File: src/isf_pkg.sv
// constants, types and word formatting for the image sync framer
// assumes one system clock; all users refer to items as isf_pkg::name
// What this block does
// - data lanes carry pixels, sync lane describes
// - wide mode: ten-bit words, 620 Mbps lanes
// - narrow mode: eight-bit words, 496 Mbps lanes
// - narrow frame layout equals wide layout
// - dark lines first, then window lines
// - overlapping windows share lines in order
// - sync lane describes data concurrently
// - line start and line end codes
// - first/last window line use frame codes
// - window number follows every sync code
// - only highest overlapping window gets codes
// - wide code bits 9:7 encode event
// - wide bits 6:0 carry programmable marker
// - wide window number in bits 2:0
// - other cycles send classification codes
// - idle: data lanes send training pattern
// - narrow: drop two lsbs, id bits 4:2
package isf_pkg;
   // word geometry and lane rates
   localparam int WORD_W = 10;
   localparam int NARROW_W = 8;
   localparam int LANES = 4;
   localparam int LANE_RATE_WIDE_MBPS = 620;
   localparam int LANE_RATE_NARROW_MBPS = 496;
   // both modes keep the same word rate, only depth changes
   localparam int WORD_RATE_MHZ = LANE_RATE_WIDE_MBPS / WORD_W;
   localparam int WIN_N = 8;

   // register offsets
   localparam logic [7:0] REG_TRAIN = 8'h82;
   localparam logic [7:0] REG_MARKER = 8'h83;
   localparam logic [7:0] REG_DARK = 8'h84;
   localparam logic [7:0] REG_VALID = 8'h85;
   localparam logic [7:0] REG_CRC = 8'h86;
   localparam logic [7:0] REG_IDLE = 8'h87;
   localparam logic [7:0] REG_MODE = 8'h88;
   localparam logic [7:0] REG_STATUS = 8'h89;

   // reset values
   localparam logic [9:0] RST_TRAIN = 10'h3a6;
   localparam logic [6:0] RST_MARKER = 7'h2a;
   localparam logic [9:0] RST_DARK = 10'h015;
   localparam logic [9:0] RST_VALID = 10'h035;
   localparam logic [9:0] RST_CRC = 10'h059;
   localparam logic [9:0] RST_IDLE = 10'h3a6;

   // event codes in the top three bits of a sync word
   localparam logic [2:0] CODE_FS = 3'h5;
   localparam logic [2:0] CODE_FE = 3'h6;
   localparam logic [2:0] CODE_LS = 3'h1;
   localparam logic [2:0] CODE_LE = 3'h2;

   typedef enum logic [1:0] {
      KIND_DARK = 2'h0,
      KIND_VALID = 2'h1,
      KIND_CRC = 2'h2
   } isf_kind_t;

   // gray codes along idle -> start -> id -> data -> end -> id
   typedef enum logic [2:0] {
      ST_IDLE = 3'h0,
      ST_SCODE = 3'h1,
      ST_SID = 3'h3,
      ST_DATA = 3'h2,
      ST_ECODE = 3'h6,
      ST_EID = 3'h7
   } isf_state_t;

   // sync word: code then marker, narrow drops marker lsbs
   function automatic logic [9:0] fmt_sync(input logic [2:0] code, input logic [6:0] mark,
                                           input logic narrow);
      if (narrow) begin
         fmt_sync = {2'h0, code, mark[6:2]};
      end else begin
         fmt_sync = {code, mark};
      end
   endfunction

   // window number word following a sync code
   function automatic logic [9:0] fmt_id(input logic [2:0] id, input logic narrow);
      if (narrow) begin
         fmt_id = {5'h00, id, 2'h0};
      end else begin
         fmt_id = {7'h00, id};
      end
   endfunction

   // ten-bit value shrunk to eight significant bits in narrow mode
   function automatic logic [9:0] fit(input logic [9:0] v, input logic narrow);
      fit = narrow ? {2'h0, v[9:2]} : v;
   endfunction

   // highest active window wins
   function automatic logic [2:0] top_win(input logic [7:0] mask);
      top_win = 3'h0;
      for (int i = 0; i < WIN_N; i++) begin
         if (mask[i]) begin
            top_win = i[2:0];
         end
      end
   endfunction
endpackage

File: src/isf_edge_sync.sv
// two-flop synchroniser with rising-edge pulse for the word-slot clock
// assumes the input is asynchronous and far slower than clk_sys_in
`timescale 1ns/1ps
module isf_edge_sync (
   // clock and reset
   input wire logic clk_sys_in,
   input wire logic reset_n_in,
   // asynchronous level
   input wire logic async_in,
   // one-cycle pulse per rising edge
   output logic rise_out
);
   logic meta_ff;
   logic sync_ff;
   logic last_ff;

   // only sync_ff reads meta_ff
   always_ff @(posedge clk_sys_in) begin
      if (!reset_n_in) begin
         meta_ff <= 1'b0;
         sync_ff <= 1'b0;
         last_ff <= 1'b0;
         rise_out <= 1'b0;
      end else begin
         meta_ff <= async_in;
         sync_ff <= meta_ff;
         last_ff <= sync_ff;
         rise_out <= sync_ff & ~last_ff;
      end
   end
endmodule

File: src/isf_buf2.sv
// two-entry buffer with valid/ready on both sides
// assumes source and sink share clk_sys_in
`timescale 1ns/1ps
module isf_buf2 #(
   parameter int W = 8
) (
   // clock and reset
   input wire logic clk_sys_in,
   input wire logic reset_n_in,
   // fill side
   input wire logic in_valid_in,
   input wire logic [W-1:0] in_data_in,
   output logic in_ready_out,
   // drain side
   output logic out_valid_out,
   output logic [W-1:0] out_data_out,
   input wire logic out_ready_in
);
   if (W < 1) begin : g_chk
      $error("buffer width must be positive");
   end

   logic [W-1:0] mem_ff [2];
   logic wp_ff;
   logic rp_ff;
   logic [1:0] cnt_ff;
   logic push;
   logic pop;
   logic [1:0] nxt_cnt;

   // ready is registered, so it lags a pop by one cycle
   assign push = in_valid_in & in_ready_out;
   assign pop = out_ready_in & (cnt_ff != 2'h0);
   assign nxt_cnt = cnt_ff + {1'b0, push} - {1'b0, pop};
   assign out_valid_out = (cnt_ff != 2'h0);
   assign out_data_out = mem_ff[rp_ff];

   // pointers and fill level
   always_ff @(posedge clk_sys_in) begin
      if (!reset_n_in) begin
         wp_ff <= 1'b0;
         rp_ff <= 1'b0;
         cnt_ff <= 2'h0;
         in_ready_out <= 1'b0;
      end else begin
         wp_ff <= wp_ff ^ push;
         rp_ff <= rp_ff ^ pop;
         cnt_ff <= nxt_cnt;
         in_ready_out <= (nxt_cnt != 2'h2);
      end
   end

   // storage has no reset
   always_ff @(posedge clk_sys_in) begin
      if (push) begin
         mem_ff[wp_ff] <= in_data_in;
      end
   end
endmodule

File: src/isf_framer.sv
// sync-lane framer: four pixel lanes, one sync lane, forwarded clock
// assumes the core delivers beats in line order with window flags
`timescale 1ns/1ps
module isf_framer (
   // clock and reset
   input wire logic clk_sys_in,
   input wire logic reset_n_in,
   // register port
   input wire logic reg_wr_in,
   input wire logic [7:0] reg_addr_in,
   input wire logic [15:0] reg_wdata_in,
   output logic [15:0] reg_rdata_out,
   // word-slot clock from the link side
   input wire logic link_clk_in,
   // pixel beats from the readout core
   input wire logic pix_valid_in,
   output logic pix_ready_out,
   input wire logic [9:0] pix_lane0_in,
   input wire logic [9:0] pix_lane1_in,
   input wire logic [9:0] pix_lane2_in,
   input wire logic [9:0] pix_lane3_in,
   input wire logic [1:0] pix_kind_in,
   input wire logic [7:0] pix_win_mask_in,
   input wire logic pix_line_first_in,
   input wire logic pix_line_last_in,
   input wire logic pix_win_top_in,
   input wire logic pix_win_bottom_in,
   // serial-side words
   output logic [9:0] lane0_out,
   output logic [9:0] lane1_out,
   output logic [9:0] lane2_out,
   output logic [9:0] lane3_out,
   output logic [9:0] sync_out,
   output logic fwd_clk_out
);
   localparam int BW = 56;

   logic slot;
   logic [BW-1:0] b_data;
   logic b_valid;
   logic b_ready;
   logic [39:0] b_pix;
   logic [1:0] b_kind;
   logic [7:0] b_mask;
   logic b_sol;
   logic b_eol;
   logic b_top;
   logic b_bot;
   logic win_beat;
   logic start_line;
   logic send_beat;
   logic [9:0] cfg_train_ff;
   logic [6:0] cfg_marker_ff;
   logic [9:0] cfg_dark_ff;
   logic [9:0] cfg_valid_ff;
   logic [9:0] cfg_crc_ff;
   logic [9:0] cfg_idle_ff;
   logic narrow_ff;
   isf_pkg::isf_state_t st_ff;
   isf_pkg::isf_state_t nxt_st;
   logic [2:0] id_ff;
   logic frame_edge_ff;
   logic [9:0] class_code;

   // slot pulse from the sampled link clock
   isf_edge_sync u_slot (
      .clk_sys_in(clk_sys_in),
      .reset_n_in(reset_n_in),
      .async_in(link_clk_in),
      .rise_out(slot)
   );

   // a receiver stall fills this before the core is held off
   isf_buf2 #(.W(BW)) u_buf (
      .clk_sys_in(clk_sys_in),
      .reset_n_in(reset_n_in),
      .in_valid_in(pix_valid_in),
      .in_data_in({2'h0, pix_lane3_in, pix_lane2_in, pix_lane1_in, pix_lane0_in, pix_kind_in,
                   pix_win_mask_in, pix_line_first_in, pix_line_last_in, pix_win_top_in,
                   pix_win_bottom_in}),
      .in_ready_out(pix_ready_out),
      .out_valid_out(b_valid),
      .out_data_out(b_data),
      .out_ready_in(b_ready)
   );

   // beat field split
   assign b_pix = b_data[53:14];
   assign b_kind = b_data[13:12];
   assign b_mask = b_data[11:4];
   assign b_sol = b_data[3];
   assign b_eol = b_data[2];
   assign b_top = b_data[1];
   assign b_bot = b_data[0];
   // dark lines carry no line codes, so they pass straight through
   assign win_beat = (b_kind != isf_pkg::KIND_DARK);
   assign start_line = (st_ff == isf_pkg::ST_IDLE) && b_valid && win_beat && b_sol;
   assign send_beat = b_valid && ((st_ff == isf_pkg::ST_DATA) || ((st_ff == isf_pkg::ST_IDLE) && !start_line));
   assign b_ready = slot && send_beat;

   // classification of the beat on the data lanes
   always_comb begin
      unique case (b_kind)
         isf_pkg::KIND_DARK: class_code = cfg_dark_ff;
         isf_pkg::KIND_VALID: class_code = cfg_valid_ff;
         isf_pkg::KIND_CRC: class_code = cfg_crc_ff;
         default: class_code = cfg_idle_ff;
      endcase
   end

   // register writes
   always_ff @(posedge clk_sys_in) begin
      if (!reset_n_in) begin
         cfg_train_ff <= isf_pkg::RST_TRAIN;
         cfg_marker_ff <= isf_pkg::RST_MARKER;
         cfg_dark_ff <= isf_pkg::RST_DARK;
         cfg_valid_ff <= isf_pkg::RST_VALID;
         cfg_crc_ff <= isf_pkg::RST_CRC;
         cfg_idle_ff <= isf_pkg::RST_IDLE;
         narrow_ff <= 1'b0;
      end else if (reg_wr_in) begin
         unique case (reg_addr_in)
            isf_pkg::REG_TRAIN: cfg_train_ff <= reg_wdata_in[9:0];
            isf_pkg::REG_MARKER: cfg_marker_ff <= reg_wdata_in[6:0];
            isf_pkg::REG_DARK: cfg_dark_ff <= reg_wdata_in[9:0];
            isf_pkg::REG_VALID: cfg_valid_ff <= reg_wdata_in[9:0];
            isf_pkg::REG_CRC: cfg_crc_ff <= reg_wdata_in[9:0];
            isf_pkg::REG_IDLE: cfg_idle_ff <= reg_wdata_in[9:0];
            isf_pkg::REG_MODE: narrow_ff <= reg_wdata_in[0];
            default: ;
         endcase
      end
   end

   // read-back, one cycle after the address
   always_ff @(posedge clk_sys_in) begin
      if (!reset_n_in) begin
         reg_rdata_out <= 16'h0000;
      end else begin
         unique case (reg_addr_in)
            isf_pkg::REG_TRAIN: reg_rdata_out <= {6'h00, cfg_train_ff};
            isf_pkg::REG_MARKER: reg_rdata_out <= {9'h000, cfg_marker_ff};
            isf_pkg::REG_DARK: reg_rdata_out <= {6'h00, cfg_dark_ff};
            isf_pkg::REG_VALID: reg_rdata_out <= {6'h00, cfg_valid_ff};
            isf_pkg::REG_CRC: reg_rdata_out <= {6'h00, cfg_crc_ff};
            isf_pkg::REG_IDLE: reg_rdata_out <= {6'h00, cfg_idle_ff};
            isf_pkg::REG_MODE: reg_rdata_out <= {15'h0000, narrow_ff};
            isf_pkg::REG_STATUS: reg_rdata_out <= {9'h000, b_valid, id_ff, st_ff};
            default: reg_rdata_out <= 16'h0000;
         endcase
      end
   end

   // sequence per window line: code, id, beats, code, id
   always_comb begin
      nxt_st = st_ff;
      unique case (st_ff)
         isf_pkg::ST_IDLE: if (start_line) nxt_st = isf_pkg::ST_SCODE;
         isf_pkg::ST_SCODE: nxt_st = isf_pkg::ST_SID;
         isf_pkg::ST_SID: nxt_st = isf_pkg::ST_DATA;
         isf_pkg::ST_DATA: if (b_valid && win_beat && b_eol) nxt_st = isf_pkg::ST_ECODE;
         isf_pkg::ST_ECODE: nxt_st = isf_pkg::ST_EID;
         isf_pkg::ST_EID: nxt_st = isf_pkg::ST_IDLE;
         // codes 4 and 5 are unused; recover to idle
         default: nxt_st = isf_pkg::ST_IDLE;
      endcase
   end

   // state advances only on word slots
   always_ff @(posedge clk_sys_in) begin
      if (!reset_n_in) begin
         st_ff <= isf_pkg::ST_IDLE;
      end else if (slot) begin
         st_ff <= nxt_st;
      end
   end

   // window id latched at line start, frame-edge choice latched at line start and end
   always_ff @(posedge clk_sys_in) begin
      if (!reset_n_in) begin
         id_ff <= 3'h0;
         frame_edge_ff <= 1'b0;
      end else if (slot && start_line) begin
         id_ff <= isf_pkg::top_win(b_mask);
         frame_edge_ff <= b_top;
      end else if (slot && (st_ff == isf_pkg::ST_DATA) && b_valid && win_beat && b_eol) begin
         frame_edge_ff <= b_bot;
      end
   end

   // lane and sync words, updated together so sync describes its data
   always_ff @(posedge clk_sys_in) begin
      if (!reset_n_in) begin
         lane0_out <= isf_pkg::RST_TRAIN;
         lane1_out <= isf_pkg::RST_TRAIN;
         lane2_out <= isf_pkg::RST_TRAIN;
         lane3_out <= isf_pkg::RST_TRAIN;
         sync_out <= isf_pkg::RST_IDLE;
      end else if (slot) begin
         if (send_beat) begin
            lane0_out <= isf_pkg::fit(b_pix[9:0], narrow_ff);
            lane1_out <= isf_pkg::fit(b_pix[19:10], narrow_ff);
            lane2_out <= isf_pkg::fit(b_pix[29:20], narrow_ff);
            lane3_out <= isf_pkg::fit(b_pix[39:30], narrow_ff);
            sync_out <= isf_pkg::fit(class_code, narrow_ff);
         end else begin
            lane0_out <= isf_pkg::fit(cfg_train_ff, narrow_ff);
            lane1_out <= isf_pkg::fit(cfg_train_ff, narrow_ff);
            lane2_out <= isf_pkg::fit(cfg_train_ff, narrow_ff);
            lane3_out <= isf_pkg::fit(cfg_train_ff, narrow_ff);
            unique case (st_ff)
               isf_pkg::ST_SCODE: sync_out <= isf_pkg::fmt_sync(frame_edge_ff ? isf_pkg::CODE_FS :
                                             isf_pkg::CODE_LS, cfg_marker_ff, narrow_ff);
               isf_pkg::ST_ECODE: sync_out <= isf_pkg::fmt_sync(frame_edge_ff ? isf_pkg::CODE_FE :
                                             isf_pkg::CODE_LE, cfg_marker_ff, narrow_ff);
               isf_pkg::ST_SID, isf_pkg::ST_EID: sync_out <= isf_pkg::fmt_id(id_ff, narrow_ff);
               default: sync_out <= isf_pkg::fit(cfg_idle_ff, narrow_ff);
            endcase
         end
      end
   end

   // forwarded clock: one half period per word slot
   always_ff @(posedge clk_sys_in) begin
      if (!reset_n_in) begin
         fwd_clk_out <= 1'b0;
      end else if (slot) begin
         fwd_clk_out <= ~fwd_clk_out;
      end
   end
endmodule

File: config.mk
export PLATFORM = sky130hd
export DESIGN_NAME = isf_framer
export DESIGN_NICKNAME = d
export VERILOG_FILES = /design/src/isf_pkg.sv /design/src/isf_edge_sync.sv /design/src/isf_buf2.sv /design/src/isf_framer.sv
export SDC_FILE = /design/constraint.sdc
export NUM_CORES = 1
export LEC_CHECK = 0
export BUFFER_PORTS_ARGS = -buffer_cell sky130_fd_sc_hd__buf_2
export CELL_PAD_IN_SITES_DETAIL_PLACEMENT = 0
export CELL_PAD_IN_SITES_GLOBAL_PLACEMENT = 1
export CORE_MARGIN = 2
export CORE_UTILIZATION = 49
export CTS_CLUSTER_DIAMETER = 120
export DETAILED_ROUTE_END_ITERATION = 7
export PLACE_DENSITY_LB_ADDON = 0.1
export SLEW_MARGIN = 20
export SYNTH_ARGS = -nofsm -noshare
export SYNTH_HDL_FRONTEND = slang
export SYNTH_SLANG_ARGS = --single-unit
File: constraint.sdc
create_clock -name clk_sys_in -period 7.2 [get_ports clk_sys_in]
set_input_delay 1.44 -clock clk_sys_in [delete_from_list [all_inputs] [get_ports clk_sys_in]]
set_output_delay 1.44 -clock clk_sys_in [all_outputs]
set_load 0.01 [all_outputs]
After elaboration in Yosys (flattened, before gate mapping)
Memory sizes are Yosys's and may differ from the RTL's. A register that Yosys moved wholly into a read port is not among the register bits.
Index checks and enable logic that the tools add are counted.
Storage, ports and cells
  bits in registers: 141
  memory bits (writable): 108
  input bits: 83
  output and inout bits: 68
  logic and storage cells: 117
  memories kept: 1
Operators by class
  add/subtract/negate cells: 2
  equality and inequality tests: 18
  muxes and demuxes: 35
  bitwise gates (word level): 7
  reduce and logical (&&, ||, !) cells: 29
Memories
  u_buf.mem_ff: words 2, width 54, read ports 1, clocked after memory_dff 1, wr ports 1, line isf_buf2.sv:23  | logic [W-1:0] mem_ff [2];
Operators by type and width (count)
  $mux 10: 14
  $pmux 10 s8: 1
  $eq 8x8->1 const B: 8
  $pmux 10 s3: 2
  $mux 3: 10
  $pmux 3 s5: 1
  $reduce_and 2->1: 7
  $logic_and 1x1->1: 13
  $eq 3x2->1 const B: 2
  $eq 3x3->1 const B: 2
  $mux 1: 6
  $reduce_bool 2->1: 3
  $mux 5: 1
  $ne 2x2->1 const B: 2
  $and 1x1->1: 3
  $eq 3x1->1 const B: 1
  $logic_not 3->1: 1
  $reduce_and 3->1: 1
  $add 2x1->2: 1
  $eq 2x1->1 const B: 1
  $eq 2x2->1 const B: 1
  $logic_not 2->1: 1
  $ne 2x1->1 const B: 1
  $not 1->1: 2
  5 further kinds: 6

Longest topological paths before layout
  depth after elaboration: 12
  mapped depth: 13
  gate-level depth less buffers: 11

Hierarchy
A second synthesis with hierarchy kept.
Second synthesis, totals
  cell total of the unflattened synthesis: 1005
  area total of the unflattened synthesis: 11454.7 um2
Modules (own cells, without submodules)
  isf_framer: instances 1, cells an instance 798, area an instance 7040.5 um2, sequential area each 2522.4 um2
  isf_buf2: instances 1, cells an instance 199, area an instance 4302.9 um2, sequential area each 3483.3 um2
  isf_edge_sync: instances 1, cells an instance 8, area an instance 111.4 um2, sequential area each 80.1 um2

Worst setup path after synthesis
Ideal clock, no wire load.
  path type: in2reg
  from: input pix_valid_in
  to: memory u_buf.mem_ff[1][0] in the netlist's numbering (enable)
  setup time: 416 ps
  arrival time: 2915 ps
  required time: 6784 ps
  slack: 3869 ps
  stages on the path: 2
  path buffers: 0
  path through: and2_1 -> ha_1
On the way
  cells in the longest elaborated chain, start to end: 3
RTL lines
  start: declaration: line isf_framer.sv:16  | input wire logic pix_valid_in,
  $and 1x1->1: line isf_buf2.sv:32  | assign push = in_valid_in & in_ready_out;
  $mux 1: line isf_buf2.sv:55  | if (push) begin
  $mux 1 (implied by the code): line isf_buf2.sv:56  | mem_ff[wp_ff] <= in_data_in;
  end: declaration: line isf_buf2.sv:23
No other way between the ends.

Worst setup path in the final report
  from: input reg_addr_in[5]
  to: register cfg_crc_ff[3]
On the way
  cells in the longest elaborated chain, start to end: 2
RTL lines
  start: declaration: line isf_framer.sv:10  | input wire logic [7:0] reg_addr_in,
  $eq 8x8->1: line isf_framer.sv:122  | unique case (reg_addr_in)
  $reduce_and 2->1 (no line)
  end signal: assignment: line isf_framer.sv:118  | cfg_crc_ff <= isf_pkg::RST_CRC;
  end signal: assignment: line isf_framer.sv:127  | isf_pkg::REG_CRC: cfg_crc_ff <= reg_wdata_in[9:0];
  end: declaration: line isf_framer.sv:56  | logic [9:0] cfg_crc_ff;
No other way between the ends.
A chain may end at the register's enable or synchronous reset.

==> results.toml <==
[timing]
setup_total_negative_slack_ns = 0
timing.clock.skew_ns = 0.0249
finalHoldViolCount = 0
finalCriticalPeriod_ns = 3.47
slew_viol_final = 0
setup_repair_after_global_routing_missed_its_margin = "false"
worst_hold_slack_after_final_layout_ns = 0.376
setup_viol_count_final = 0
final_period_utilization_pct = 48.2
maxSlewHeadroom_pct = 34.4
achievable-frequency_mhz = 288
worst_pin_slew_ns = 0.984

[yosys]
async_flop_share_pct = 0
postSynthRegisterBits = 242
yosysWarningCount = 0
yosys-top-cells-area = "sky130_fd_sc_hd__edfxtp_1 30%, sky130_fd_sc_hd__dfxtp_1 25%, sky130_fd_sc_hd__mux2i_1 7.8%"
post_synth.cell_area_avg_um2 = 11.4
synth_area_um2 = 10700
synth.distinct_cells = 71
synth-main-ff-cell = "sky130_fd_sc_hd__dfxtp_1"
number_of_enable_type_register_cells_in_the_synthesized_netlist = 106
synth-seq-area-share_pct = 55.3
netlist_instances = 934
synth.top_cell.area_share_pct = 29.8
yosys.area.top_type = "sky130_fd_sc_hd__edfxtp_1"

[global_routing]
pin_count_of_the_biggest_net_entering_global_routing = 57
grt_first_pass_wirelength_um = 43600
global_route.overflow_total = 0
number_of_antenna_violations_at_the_first_check_in_global_routing = 0
vias_in_the_first_global_route = 7393
overall_track_demand_over_capacity_in_global_routing_pct = 25.3

[floorplanning]
fp.dieW_um = 152
die_height_um = 152
num_io_pins = 151
std_cell_rows = 54
floorplan.die_area_um2 = 23000
design.core.area_um2 = 21600
floorplan.initialDensity_pct = 49.4

[cts]
tritoncts = "built"
cts_resized = 0
cts.sinks = 242
cts.hold.buffers_added = 0
cts.path.max_buffers = 3
clkLatencyLatePin_ns = 0.56
post-cts-setup-buffer-count = 0
cts_inserted_buffers = 27
h-tree-depth = 1
root_buffer = "sky130_fd_sc_hd__clkbuf_16"
clkTransAtPathRegs_ns = 0.06

[detailed_routing]
detail_route.vias_per_cell = 5.90
final_antenna_net_count = 0
wl_per_cell_um = 21.6
drt_pass1_iterations = 7
drc = 0
dr_total_vias = 7917
drtIter0Drc = 636
totalWireLength_um = 29000

[placed_design]
buffer_ports.inserted = 137
dp_hpwl_um = 19800
gp_congestion = 0.827
dpl_cell_area_um2 = 11500

[critical_path]
timing.critical_path.fanout_max = 15
crit_arrival_ns = 3.86
crit_path_top_delay_cell = "sky130_fd_sc_hd__nand4b_1"
timing.critical_path.to_type = "register"
worst_path_largest_cell_delay_ns = 0.85
worst_ep_required_time_ns = 7.59
cpLargestDelayFamily = "simple AND/OR/NAND/NOR gates"
critPathLaunchType = "primary input"
worst-setup-path-type = "primary input to register"
critical_path.cell_chain = "buf_2 > nor4b_2 > and3b_1 > nand4b_1 > mux2i_1 > nand2_1"
timing.critical_path.buf_inv = 1

[finish]
finish.net_count = 1129
drive_gt1_share_pct = 24.1
multi_input_gate_area_um2 = 4360
insertedDiodeCount = 0
layout_common_cells = "137 x sky130_fd_sc_hd__buf_2, 134 x sky130_fd_sc_hd__dfxtp_1, 106 x sky130_fd_sc_hd__edfxtp_1"
area_growth_syn_to_layout_pct = 16.6
final_util_pct = 57.6
final.fill_count = 1876
final_design_area_no_fill_um2 = 12500
final_common_cell = "sky130_fd_sc_hd__buf_2"
sequential_area_um2 = 5910

[run_status]
result_of_the_run = "completed"

[power_and_ir_drop]
power.total_mw = 3.21
p_leak_nw = 4.92
vdd_ir_drop_max_mv = 0.227
power_density_nw_per_um2 = 257

[hold_path]
holdCritPathClass = "register to register"

[flow_run]
max-cap-violations = 0
## final cells by class
class | instances | share of cell area, %
inverters | 27 | 0.813
repair buffers | 147 | 6.10
flip-flops and latches | 242 | 47.4
multi-input cells | 597 | 35.0
clock buffers | 37 | 6.20
clock inverters | 13 | 1.69
well taps | 280 | 2.81
## flip-flops by register name, indices dropped and copies added (netlist names), 10 cells and up, named ones only
signal and count:
u_buf.mem_ff 106, cfg_crc_ff 10, cfg_dark_ff 10, cfg_idle_ff 10
cfg_train_ff 10, cfg_valid_ff 10, lane0_out 10, lane1_out 10
lane2_out 10, lane3_out 10, reg_rdata_out 10, sync_out 10
## where the power goes
group / switching, mW / leakage (nW) / internal, mW
combinational: 0.142 / 2.37 / 0.0742
sequential: 0.0139 / 2.08 / 1.47
clock: 0.571 / 0.481 / 0.933
total: 0.727 / 4.92 / 2.48
## worst reg2reg max path: stages, from the launching register on
cell                       delay (ns)
sky130_fd_sc_hd__dfxtp_1         0.52
sky130_fd_sc_hd__nor2_1          0.40
sky130_fd_sc_hd__and2_1          0.77
sky130_fd_sc_hd__nand2_2         0.60
sky130_fd_sc_hd__o21ai_0         0.62
sky130_fd_sc_hd__a221oi_1        0.15
## synth_stat cells, types with 10 or more instances
| library cell | instances |
|---|---|
| sky130_fd_sc_hd__mux2i_1 | 83 |
| sky130_fd_sc_hd__clkbuf_1 | 42 |
| sky130_fd_sc_hd__and2_1 | 11 |
| sky130_fd_sc_hd__inv_1 | 24 |
| sky130_fd_sc_hd__a22oi_1 | 15 |
| sky130_fd_sc_hd__nor3_1 | 10 |
| sky130_fd_sc_hd__o21ai_0 | 63 |
| sky130_fd_sc_hd__edfxtp_1 | 106 |
| sky130_fd_sc_hd__a21oi_1 | 42 |
| sky130_fd_sc_hd__nor2_1 | 73 |
| sky130_fd_sc_hd__a222oi_1 | 13 |
| sky130_fd_sc_hd__mux4_2 | 14 |
| sky130_fd_sc_hd__buf_2 | 17 |
| sky130_fd_sc_hd__nand2_1 | 66 |
| sky130_fd_sc_hd__dfxtp_1 | 136 |
| sky130_fd_sc_hd__nor2b_1 | 15 |
| sky130_fd_sc_hd__nand3_1 | 16 |
| sky130_fd_sc_hd__a221oi_1 | 11 |
| sky130_fd_sc_hd__mux2_2 | 38 |
## logic make-up (layout without fill, tap and decap cells)
logic type | count (synthesis) | after routing | synth area share (%)
multiplexers | 138 | 138 | 15.4
adder cells (fa/ha/maj) | 4 | 4 | 0.468
other | 1 | 6 | 0.0351
buffers and inverters | 100 | 224 | 4.19
flip-flops | 242 | 242 | 55.3
AO/OA/AOI/OAI | 225 | 225 | 14.5
XOR/XNOR | 5 | 5 | 0.410
AND/OR/NAND/NOR | 219 | 219 | 9.71
## through the flow
stage	cells	setup WS, ns
final	1343	3.73
after global routing	1343	3.54
after floorplan	939	3.87
after detailed placement	1293	3.19
after CTS	1343	3.65
after global placement	1293	3.23
## final timing paths
path / to / slack, ns / from / depth (start not counted)
max reg2reg: lane3_out[4] / 3.96 / st_ff[0] / 5
min reg2reg: u_slot.rise_out / 0.38 / u_slot.last_ff / 1
max: cfg_crc_ff[3] / 3.73 / reg_addr_in[5] / 6
min: u_slot.rise_out / 0.38 / u_slot.last_ff / 1
## metal layers
metal | vias to the layer above | share of wire [%] | GRT usage (%)
li1 | 3717 | - | -
met1 | 3851 | 44 | 35.6
met2 | 286 | 46 | 39.7
met3 | 63 | 6.5 | 4.19
met4 | 0 | 3.5 | 9.07
met5 | - | 0 | 0
Note: power is estimated with default switching activity, not from simulation.
